`src/dfpt_pkg.sv`:
```
// Constants, register map and types for the serial pass-through router
`default_nettype none
package dfpt_pkg;
    // Clock and millisecond tick
    localparam int CLK_PERIOD_NS = 50;
    localparam int MS_NS = 1000000;
    localparam int MS_CYCLES = (MS_NS + CLK_PERIOD_NS - 1) / CLK_PERIOD_NS;
    // Register byte offsets
    localparam logic [7:0] ADDR_CTRL = 8'h00;
    localparam logic [7:0] ADDR_REQ_TO = 8'h04;
    localparam logic [7:0] ADDR_BUSY_TO = 8'h08;
    localparam logic [7:0] ADDR_ACK_TO = 8'h0C;
    localparam logic [7:0] ADDR_RETRY = 8'h10;
    localparam logic [7:0] ADDR_MIN_DLY = 8'h14;
    localparam logic [7:0] ADDR_STATUS = 8'h18;
    localparam logic [7:0] ADDR_INT_STAT = 8'h1C;
    localparam logic [7:0] ADDR_INT_EN = 8'h20;
    localparam logic [7:0] ADDR_INT_CLR = 8'h24;
    // Field positions
    localparam int CTRL_EN_BIT = 0;
    localparam int CTRL_PT_BIT = 1;
    localparam int CTRL_HALF_BIT = 2;
    localparam int STAT_STATE_LSB = 0;
    localparam int STAT_BUSY_BIT = 4;
    localparam int STAT_TRIES_LSB = 8;
    // Reset values and limits
    localparam logic [2:0] RST_CTRL = 3'h0;
    localparam logic [15:0] RST_REQ_TO = 16'h03E8;
    localparam logic [15:0] RST_BUSY_TO = 16'h01F4;
    localparam logic [15:0] RST_ACK_TO = 16'h0064;
    localparam logic [15:0] REQ_TO_MAX = 16'h2710;
    localparam logic [3:0] RST_RETRY = 4'h3;
    localparam logic [3:0] RETRY_MAX = 4'hA;
    localparam logic [15:0] RST_MIN_DLY = 16'h000A;
    // Link characters
    localparam logic [7:0] CH_DLE = 8'h10;
    localparam logic [7:0] CH_STX = 8'h02;
    localparam logic [7:0] CH_SOH = 8'h01;
    localparam logic [7:0] CH_ETX = 8'h03;
    localparam logic [7:0] CH_ACK = 8'h06;
    localparam logic [1:0] TRAIL_BYTES = 2'h2;
    // Interrupt event bits
    localparam int EV_DONE = 0;
    localparam int EV_REQ_TO = 1;
    localparam int EV_BUSY_TO = 2;
    localparam int EV_ACK_TO = 3;
    localparam int EV_FAIL = 4;
    localparam int EV_OVF = 5;
    localparam int EV_W = 6;

    typedef enum logic [2:0] {
        ST_IDLE,
        ST_RECV,
        ST_WAIT_FREE,
        ST_GAP,
        ST_SEND,
        ST_WAIT_RSP,
        ST_WAIT_ACK
    } dfpt_state_e;
endpackage
`default_nettype wire

```
`src/dfpt_ms_timer.sv`:
```
// Millisecond down-counting timeout timer
`default_nettype none
module dfpt_ms_timer #(
    parameter int W = 16
) (
    input wire logic hclk,
    input wire logic hresetn,
    input wire logic start,
    input wire logic cancel,
    input wire logic tick,
    input wire logic [W-1:0] load,
    output logic running,
    output logic expired
);
    logic [W-1:0] cnt_reg;
    logic run_reg;

    initial
    begin
        if (W < 1) $error("dfpt_ms_timer: W must be at least 1");
    end

    assign running = run_reg;
    assign expired = run_reg && (cnt_reg == '0);

    always_ff @(posedge hclk or negedge hresetn)
    begin
        if (!hresetn)
        begin
            cnt_reg <= '0;
            run_reg <= 1'b0;
        end
        else if (start)
        begin
            cnt_reg <= load;
            run_reg <= 1'b1;
        end
        else if (cancel || expired)
            run_reg <= 1'b0;
        else if (tick)
            cnt_reg <= cnt_reg - W'(1);
    end
endmodule
`default_nettype wire

```
`src/dfpt_router.sv`:
```
// Serial pass-through router with AHB-Lite register slave
//
// The address map and the AHB-Lite interface to the registers were left to the implementer.
`default_nettype none
// Functional notes
// - Pass-through runs only while the enable bit is set.
// - Debug port either relays to port zero or serves plain debug traffic.
// - Request timer starts on DLE-STX, or DLE-SOH in half-duplex mode.
// - Request timer expiry discards the partial request.
// - Busy flag stands while the master port runs a command-list transaction.
// - Busy timeout expiry while port busy aborts the held message.
// - Port freed before busy timeout: forward the held request.
// - After a response, wait up to the ack timeout for DLE-ACK.
// - Timeout defaults 1000, 500, 100 ms, each programmable.
// - Failed command retried up to the retry count, default three.
// - Minimum delay precedes each new command but not retries.
module dfpt_router
    import dfpt_pkg::*;
#(
    parameter int MS_TICK_CYCLES = MS_CYCLES,
    parameter int BUF_DEPTH = 256
) (
    input wire logic hclk,
    input wire logic hresetn,
    input wire logic hsel,
    input wire logic [31:0] haddr,
    input wire logic [1:0] htrans,
    input wire logic hwrite,
    input wire logic [2:0] hsize,
    input wire logic [31:0] hwdata,
    input wire logic hready,
    output logic [31:0] hrdata,
    output logic hreadyout,
    output logic hresp,
    input wire logic host_rx_valid,
    input wire logic [7:0] host_rx_data,
    output logic host_tx_valid,
    output logic [7:0] host_tx_data,
    output logic dbg_rx_valid,
    output logic [7:0] dbg_rx_data,
    input wire logic dbg_tx_valid,
    input wire logic [7:0] dbg_tx_data,
    input wire logic mport_cmd_active,
    output logic mport_tx_valid,
    output logic [7:0] mport_tx_data,
    input wire logic mport_tx_ready,
    input wire logic mport_rsp_valid,
    input wire logic [7:0] mport_rsp_data,
    input wire logic mport_rsp_last,
    input wire logic mport_fail,
    output logic pt_busy,
    output logic irq
);
    localparam int AW = $clog2(BUF_DEPTH);
    localparam int PW = AW + 1;
    localparam int IW = AW + 2;
    localparam int TW = $clog2(MS_TICK_CYCLES + 1);

    initial
    begin
        if (BUF_DEPTH < 4) $error("dfpt_router: BUF_DEPTH below 4");
        if (MS_TICK_CYCLES < 1) $error("dfpt_router: MS_TICK_CYCLES below 1");
    end

    dfpt_state_e state_reg, state_next;
    logic [2:0] ctrl_reg;
    logic [15:0] req_to_reg, busy_to_reg, ack_to_reg, min_dly_reg;
    logic [3:0] retry_reg, tries_reg;
    logic [EV_W-1:0] int_stat_reg, int_en_reg, ev;
    logic [31:0] hrdata_reg;
    logic ap_valid_reg, ap_write_reg;
    logic [7:0] ap_addr_reg;
    logic [TW-1:0] pre_reg;
    logic tick_reg;
    logic [7:0] mem [BUF_DEPTH];
    logic [PW-1:0] wr_ptr_reg;
    logic [IW-1:0] idx_reg;
    logic dle_reg, trail_reg;
    logic [1:0] trail_cnt_reg;
    logic host_tx_valid_reg, dbg_rx_valid_reg, tx_valid_reg, busy_reg, irq_reg;
    logic [7:0] host_tx_data_reg, dbg_rx_data_reg, tx_data_reg;
    logic req_start, busy_start, gap_start, ack_start;
    logic req_run, busy_run, gap_run, ack_run;
    logic req_exp, busy_exp, gap_exp, ack_exp;

    // Bus decode
    wire ap_take = hsel && htrans[1] && hready;
    wire wr_en = ap_valid_reg && ap_write_reg;
    wire [7:0] ra = haddr[7:0];
    wire [31:0] stat_word = {20'h0, tries_reg, 3'h0, busy_reg, 1'b0, state_reg};
    wire [31:0] rd_mux =
        (ra == ADDR_CTRL) ? {29'h0, ctrl_reg} :
        (ra == ADDR_REQ_TO) ? {16'h0, req_to_reg} :
        (ra == ADDR_BUSY_TO) ? {16'h0, busy_to_reg} :
        (ra == ADDR_ACK_TO) ? {16'h0, ack_to_reg} :
        (ra == ADDR_RETRY) ? {28'h0, retry_reg} :
        (ra == ADDR_MIN_DLY) ? {16'h0, min_dly_reg} :
        (ra == ADDR_STATUS) ? stat_word :
        (ra == ADDR_INT_STAT) ? {26'h0, int_stat_reg} :
        (ra == ADDR_INT_EN) ? {26'h0, int_en_reg} : 32'h0;
    wire [15:0] wd16 = hwdata[15:0];
    wire [EV_W-1:0] clr_mask = (wr_en && ap_addr_reg == ADDR_INT_CLR) ? hwdata[EV_W-1:0] : '0;
    wire [EV_W-1:0] int_stat_next = (int_stat_reg & ~clr_mask) | ev;

    // Link decode
    wire pt_active = ctrl_reg[CTRL_EN_BIT] && ctrl_reg[CTRL_PT_BIT];
    wire rx_byte = host_rx_valid && pt_active;
    wire [7:0] open_ch = ctrl_reg[CTRL_HALF_BIT] ? CH_SOH : CH_STX;
    wire start_hit = state_reg == ST_IDLE && rx_byte && dle_reg && host_rx_data == open_ch;
    wire etx_hit = rx_byte && dle_reg && host_rx_data == CH_ETX && !trail_reg;
    wire msg_end = rx_byte && trail_reg && trail_cnt_reg == 2'h1;
    wire buf_full = wr_ptr_reg == PW'(BUF_DEPTH);
    wire ack_hit = state_reg == ST_WAIT_ACK && rx_byte && dle_reg && host_rx_data == CH_ACK;
    wire can_load = !tx_valid_reg || mport_tx_ready;
    wire more = idx_reg < ({1'b0, wr_ptr_reg} + IW'(2));
    wire [IW-1:0] idx_m2 = idx_reg - IW'(2);
    wire [7:0] send_byte = (idx_reg == '0) ? CH_DLE : (idx_reg == IW'(1)) ? CH_STX :
                           mem[idx_m2[AW-1:0]];
    wire send_done = state_reg == ST_SEND && can_load && !more;
    wire do_retry = state_reg == ST_WAIT_RSP && mport_fail && tries_reg < retry_reg;

    always_comb
    begin
        state_next = state_reg;
        ev = '0;
        req_start = 1'b0;
        busy_start = 1'b0;
        gap_start = 1'b0;
        ack_start = 1'b0;
        unique case (state_reg)
            ST_IDLE:
                if (start_hit)
                begin
                    state_next = ST_RECV;
                    req_start = 1'b1;
                end
            ST_RECV:
                if (req_exp)
                begin
                    state_next = ST_IDLE;
                    ev[EV_REQ_TO] = 1'b1;
                end
                else if (rx_byte && buf_full)
                begin
                    state_next = ST_IDLE;
                    ev[EV_OVF] = 1'b1;
                end
                else if (msg_end)
                begin
                    state_next = ST_WAIT_FREE;
                    busy_start = 1'b1;
                end
            ST_WAIT_FREE:
                if (busy_exp)
                begin
                    state_next = ST_IDLE;
                    ev[EV_BUSY_TO] = 1'b1;
                end
                else if (!mport_cmd_active)
                begin
                    state_next = ST_GAP;
                    gap_start = 1'b1;
                end
            ST_GAP:
                if (gap_exp)
                    state_next = ST_SEND;
            ST_SEND:
                if (send_done)
                    state_next = ST_WAIT_RSP;
            ST_WAIT_RSP:
                if (mport_fail)
                begin
                    state_next = do_retry ? ST_SEND : ST_IDLE;
                    ev[EV_FAIL] = !do_retry;
                end
                else if (mport_rsp_valid && mport_rsp_last)
                begin
                    state_next = ST_WAIT_ACK;
                    ack_start = 1'b1;
                end
            ST_WAIT_ACK:
                if (ack_hit)
                begin
                    state_next = ST_IDLE;
                    ev[EV_DONE] = 1'b1;
                end
                else if (ack_exp)
                begin
                    state_next = ST_IDLE;
                    ev[EV_ACK_TO] = 1'b1;
                end
        endcase
        if (!pt_active)
            state_next = ST_IDLE;
    end

    dfpt_ms_timer #(.W(16)) u_req_tmr (.hclk(hclk), .hresetn(hresetn), .start(req_start),
        .cancel(state_reg != ST_RECV), .tick(tick_reg), .load(req_to_reg),
        .running(req_run), .expired(req_exp));
    dfpt_ms_timer #(.W(16)) u_busy_tmr (.hclk(hclk), .hresetn(hresetn), .start(busy_start),
        .cancel(state_reg != ST_WAIT_FREE), .tick(tick_reg), .load(busy_to_reg),
        .running(busy_run), .expired(busy_exp));
    dfpt_ms_timer #(.W(16)) u_gap_tmr (.hclk(hclk), .hresetn(hresetn), .start(gap_start),
        .cancel(state_reg != ST_GAP), .tick(tick_reg), .load(min_dly_reg),
        .running(gap_run), .expired(gap_exp));
    dfpt_ms_timer #(.W(16)) u_ack_tmr (.hclk(hclk), .hresetn(hresetn), .start(ack_start),
        .cancel(state_reg != ST_WAIT_ACK), .tick(tick_reg), .load(ack_to_reg),
        .running(ack_run), .expired(ack_exp));

    // Millisecond tick
    always_ff @(posedge hclk or negedge hresetn)
    begin
        if (!hresetn)
        begin
            pre_reg <= '0;
            tick_reg <= 1'b0;
        end
        else
        begin
            tick_reg <= pre_reg == TW'(MS_TICK_CYCLES - 1);
            pre_reg <= (pre_reg == TW'(MS_TICK_CYCLES - 1)) ? '0 : pre_reg + TW'(1);
        end
    end

    // Bus slave and registers
    always_ff @(posedge hclk or negedge hresetn)
    begin
        if (!hresetn)
        begin
            ap_valid_reg <= 1'b0;
            ap_write_reg <= 1'b0;
            ap_addr_reg <= 8'h00;
            hrdata_reg <= 32'h0;
            ctrl_reg <= RST_CTRL;
            req_to_reg <= RST_REQ_TO;
            busy_to_reg <= RST_BUSY_TO;
            ack_to_reg <= RST_ACK_TO;
            retry_reg <= RST_RETRY;
            min_dly_reg <= RST_MIN_DLY;
            int_en_reg <= '0;
            int_stat_reg <= '0;
            irq_reg <= 1'b0;
        end
        else
        begin
            ap_valid_reg <= ap_take;
            ap_write_reg <= hwrite;
            ap_addr_reg <= ra;
            hrdata_reg <= (ap_take && !hwrite) ? rd_mux : 32'h0;
            if (wr_en && ap_addr_reg == ADDR_CTRL) ctrl_reg <= hwdata[2:0];
            if (wr_en && ap_addr_reg == ADDR_REQ_TO)
                req_to_reg <= (wd16 > REQ_TO_MAX) ? REQ_TO_MAX : wd16;
            if (wr_en && ap_addr_reg == ADDR_BUSY_TO) busy_to_reg <= wd16;
            if (wr_en && ap_addr_reg == ADDR_ACK_TO) ack_to_reg <= wd16;
            if (wr_en && ap_addr_reg == ADDR_RETRY)
                retry_reg <= (hwdata[3:0] > RETRY_MAX) ? RETRY_MAX : hwdata[3:0];
            if (wr_en && ap_addr_reg == ADDR_MIN_DLY) min_dly_reg <= wd16;
            if (wr_en && ap_addr_reg == ADDR_INT_EN) int_en_reg <= hwdata[EV_W-1:0];
            int_stat_reg <= int_stat_next;
            irq_reg <= |(int_stat_reg & int_en_reg);
        end
    end

    // Receive parsing and holding buffer
    always_ff @(posedge hclk or negedge hresetn)
    begin
        if (!hresetn)
        begin
            state_reg <= ST_IDLE;
            dle_reg <= 1'b0;
            trail_reg <= 1'b0;
            trail_cnt_reg <= 2'h0;
            wr_ptr_reg <= '0;
        end
        else
        begin
            state_reg <= state_next;
            if (rx_byte)
                dle_reg <= host_rx_data == CH_DLE && !dle_reg && !start_hit;
            if (start_hit)
            begin
                wr_ptr_reg <= '0;
                trail_reg <= 1'b0;
            end
            else if (state_reg == ST_RECV && rx_byte && !buf_full)
                wr_ptr_reg <= wr_ptr_reg + PW'(1);
            if (etx_hit)
            begin
                trail_reg <= 1'b1;
                trail_cnt_reg <= TRAIL_BYTES;
            end
            else if (rx_byte && trail_reg)
                trail_cnt_reg <= trail_cnt_reg - 2'h1;
        end
    end

    always_ff @(posedge hclk)
    begin
        if (state_reg == ST_RECV && rx_byte && !buf_full)
            mem[wr_ptr_reg[AW-1:0]] <= host_rx_data;
    end

    // Forwarding, retries and output paths
    always_ff @(posedge hclk or negedge hresetn)
    begin
        if (!hresetn)
        begin
            idx_reg <= '0;
            tries_reg <= 4'h0;
            tx_valid_reg <= 1'b0;
            tx_data_reg <= 8'h00;
        end
        else
        begin
            if (state_reg == ST_GAP)
                tries_reg <= 4'h0;
            else if (do_retry)
                tries_reg <= tries_reg + 4'h1;
            if (state_reg != ST_SEND)
                idx_reg <= '0;
            else if (can_load && more)
                idx_reg <= idx_reg + IW'(1);
            if (can_load)
            begin
                tx_valid_reg <= state_reg == ST_SEND && more;
                tx_data_reg <= send_byte;
            end
        end
    end

    always_ff @(posedge hclk or negedge hresetn)
    begin
        if (!hresetn)
        begin
            host_tx_valid_reg <= 1'b0;
            host_tx_data_reg <= 8'h00;
            dbg_rx_valid_reg <= 1'b0;
            dbg_rx_data_reg <= 8'h00;
            busy_reg <= 1'b0;
        end
        else
        begin
            dbg_rx_valid_reg <= host_rx_valid && !pt_active;
            dbg_rx_data_reg <= host_rx_data;
            host_tx_valid_reg <= pt_active ? (state_reg == ST_WAIT_RSP && mport_rsp_valid) :
                                 dbg_tx_valid;
            host_tx_data_reg <= pt_active ? mport_rsp_data : dbg_tx_data;
            busy_reg <= mport_cmd_active;
        end
    end

    assign hrdata = hrdata_reg;
    assign hreadyout = 1'b1;
    assign hresp = 1'b0;
    assign host_tx_valid = host_tx_valid_reg;
    assign host_tx_data = host_tx_data_reg;
    assign dbg_rx_valid = dbg_rx_valid_reg;
    assign dbg_rx_data = dbg_rx_data_reg;
    assign mport_tx_valid = tx_valid_reg;
    assign mport_tx_data = tx_data_reg;
    assign pt_busy = busy_reg;
    assign irq = irq_reg;
endmodule
`default_nettype wire

```
`config.mk`:
```
export PLATFORM = sky130hd
export DESIGN_NAME = dfpt_router
export DESIGN_NICKNAME = d
export VERILOG_FILES = /design/src/dfpt_pkg.sv /design/src/dfpt_ms_timer.sv /design/src/dfpt_router.sv
export SDC_FILE = /design/constraint.sdc
export NUM_CORES = 2
export LEC_CHECK = 0
export BUFFER_PORTS_ARGS = -buffer_cell sky130_fd_sc_hd__buf_2
export CAP_MARGIN = 20
export CORE_MARGIN = 5
export CORE_UTILIZATION = 40
export CTS_CLUSTER_DIAMETER = 50
export DETAILED_ROUTE_END_ITERATION = 6
export GPL_TIMING_DRIVEN = 0
export SYNTH_ARGS = -nofsm -noshare
export SYNTH_HDL_FRONTEND = slang
export SYNTH_SLANG_ARGS = --single-unit
```
`constraint.sdc`:
```
create_clock -name hclk -period 6.23 [get_ports hclk]
set_input_delay 1.869 -clock hclk [delete_from_list [all_inputs] [get_ports hclk]]
set_output_delay 1.869 -clock hclk [all_outputs]
set_load 0.02 [all_outputs]
```
==> results.cfg <==
[outcome]
status = completed

[cts]
cts-root-buf = clkbuf_16
cts_max_level = 4
cts_tree = done
clock_latency_ns = 0.91
clock_path_buffers = 3
cts-buffers-inserted = 228
cts_num_sinks = 2300
clk_pin_slew_ns = 0.07

[min_path]
hold-path-cell-count = 2
whs_endpoint = u_ack_tmr.running
min_from = u_ack_tmr.running
min_path_type = flop to flop

[layout]
area_growth_pct = 13.95
final_cells = 8534
largest_register_ffs = 2048
final_common_cell = edfxtp_1
drive_above_1_share = 0.2412
multiInputGateArea_um2 = 22700
nNetsFinal = 5442
mostFrequentLayoutCells = 2,048 x edfxtp_1, 525 x mux4_2, 383 x nor2_1, 318 x nand2_1, 233 x dfrtp_1
fillers = 19545
seq_area_um2 = 67830

[worst_setup_path]
path_class = flop to flop
regToRegSetupSlack_ns = 0.15
critPathCaptureType = flop
timing.rr.end = mport_tx_data[7]
slowest_stage = o32ai_1
reg2regPathDepth = 13
start_kind = flop
path_cells = clkbuf_8 > clkinvlp_4 > buf_4 > ha_1 > xor2_4 > buf_12 > buf_6 > buf_4 > clkbuf_2 > a311oi_1 > o32ai_1 > o21ai_1 > a32o_1
cpMostUsedCell = buf_4
r2r_start = idx_reg[1]
critPathMaxStageDelay_ns = 0.82
cp_data_arrival_time_ns = 6.86
worst-path-max-fanout = 19
worstPathRequired_ns = 7.01

[die]
start_util = 0.4018
die_h_um = 490.6
coreArea_um2 = 229900
dieArea_um2 = 240700
io_pins = 168
die_x_um = 490.6
placementRows = 176

[power]
comb_power_share = 0.013
report.power.total_w = 0.03111
vdd_drop_max_mv = 0.2881
p_seq_frac = 0.542
cellPowerDensity_nw_per_um2 = 295.5
clockPowerShare = 0.445
internal_power_w = 0.02457
switching_power_w = 0.006536
leakage_nw = 33.36
switching_share = 0.2101

[place]
dpl.cell_count = 8099
dp_hpwl_um = 229200
port_buffers = 102
post-place-ws_ns = -1.867
routabilityCongestion = 0.9994

[timing]
slew_headroom = 0.09465
min_period_ns = 6.077
slew_violations = 0
finalSetupViolCount = 0
timing.setup.tns_ns = 0
worst_pin_slew_ns = 1.353
hold_ws_ns = 0.4708
rsz0062_at_grt = no
fmax_mhz = 164.6
setup_ws_ns = 0.1528
timing.final.crit_share = 0.9755
finalHoldViolations = 0
fin_worst_skew_ns = 0.05840

[route]
post_drt_via_cell_ratio = 6.356
drt-total-wl_um = 345700
ant_nets = 0
drtPass1Iterations = 7
avgRoutedWirePerCell_um = 40.50
first_iter_violations = 9260
dr_total_vias = 54240
route.detailed.drc = 0

[yosys]
ys_ff_latch = 2300
async_reset_ff_frac = 0.1096
ys.flop_type = edfxtp_1
synth-seq-area-share = 0.7342
synth-edff-count = 2048
synthCells = 4916
synth.distinct_cells = 92
syn-mean-instance-area_um2 = 18.79
ys_warn_count = 0
syn_area_um2 = 92380

[grt]
overflow = 0
grt_pass1_wl_um = 460400
grt_usage = 0.2819
grt_max_degree = 153
antenna_found_initial = 18
grt_pass1_vias = 51512

[job]
cap_violations = 0
==> kinds of logic after synthesis <==
kind of cell | share of synthesized area
buffers and inverters | 0.02099
AND/OR/NAND/NOR | 0.04884
flip-flops | 0.7342
adder cells (fa/ha/maj) | 0.003928
other | 0.00008129
AO/OA/AOI/OAI | 0.03479
XOR/XNOR | 0.007314
multiplexers | 0.1498
==> metrics by stage <==
step                instance area [um2]    util
floorplan                         92440       -
global placement                  96740  0.4208
detailed placement                97680  0.4249
CTS                              105200  0.4577
global route                     105200  0.4578
finish                           105300  0.4579
==> per-layer routing <==
layer  vias up  wire length, um  share of wire  global-route usage
met5         -               64        0.00019                   0
met4        10            24550          0.071              0.1605
met3       842            44070           0.13             0.09276
met2      3992           149700           0.43              0.4103
met1     28788           127300           0.37              0.3731
li1      20608                -              -                   -
==> power by group through the flow <==
stage | sequential [W] | combinational, W | clock [W]
after detailed placement | 0.0172 | 0.000417 | 0
after global routing | 0.0168 | 0.000444 | 0.0145
after floorplan | 0.0172 | 0.0000603 | 0
final | 0.0169 | 0.000419 | 0.0138
after global placement | 0.0172 | 0.000364 | 0
after CTS | 0.0169 | 0.000416 | 0.0139
==> synthesized netlist by cell type (all sizes together) (30+ instances only) <==
cell | n | share of area
a211oi | 30 | 0.0025
edfxtp | 2048 | 0.67
xnor2 | 40 | 0.0038
nor3 | 45 | 0.0026
nor2 | 384 | 0.016
mux2i | 116 | 0.013
nand2 | 319 | 0.013
o21ai | 98 | 0.0053
dfrtp | 233 | 0.063
a21oi | 78 | 0.0043
buf | 173 | 0.015
o22ai | 43 | 0.0029
mux4 | 528 | 0.13
xor2 | 32 | 0.0035
mux2 | 69 | 0.0084
clkbuf | 120 | 0.0049
nand3 | 74 | 0.0040
inv | 38 | 0.0015
==> critical path, delay by kind of cell, from the launching register on <==
family / cells / cell delay [ns]
AO/OA/AOI/OAI: 4 / 1.81
buffers and inverters: 7 / 2.71
flip-flops: 1 / 0.66
adder cells (fa/ha/maj): 1 / 0.42
XOR/XNOR: 1 / 0.23
==> area by class of cell <==
class | count | share of cell area
diodes | 11 | 0.0002615
plain buffers | 290 | 0.01784
clock buffers | 272 | 0.05645
clock inverters | 147 | 0.01422
inverters | 38 | 0.001391
multi-input cells | 2301 | 0.2157
flip-flops and latches | 2300 | 0.6443
well taps | 3026 | 0.03597
repair buffers | 149 | 0.01386
==> repair_timing <==
action / in CTS / in global routing
pin swaps: 1 / 0
hold buffers: 0 / 0
buffers inserted: 5 / 0
resized for setup: 29 / 2
hold endpoints to repair: 0 / 0
endpoints found under the setup margin: 8 / 8
==> how the worst max path moves through the flow <==
stage                     slack (ns)  cells past startpoint     startpoint                to
after floorplan                 2.16                      7  host_rx_valid       mem[224][0]
after global placement         -3.74                     16     idx_reg[1]  mport_tx_data[0]
after detailed placement       -1.87                     16     idx_reg[1]  mport_tx_data[0]
after CTS                       0.02                     16     idx_reg[1]  mport_tx_data[0]
after global routing            0.34                     14     idx_reg[1]  mport_tx_data[0]
final                           0.15                     13     idx_reg[1]  mport_tx_data[7]
Note: power is estimated with default switching activity, not from simulation.
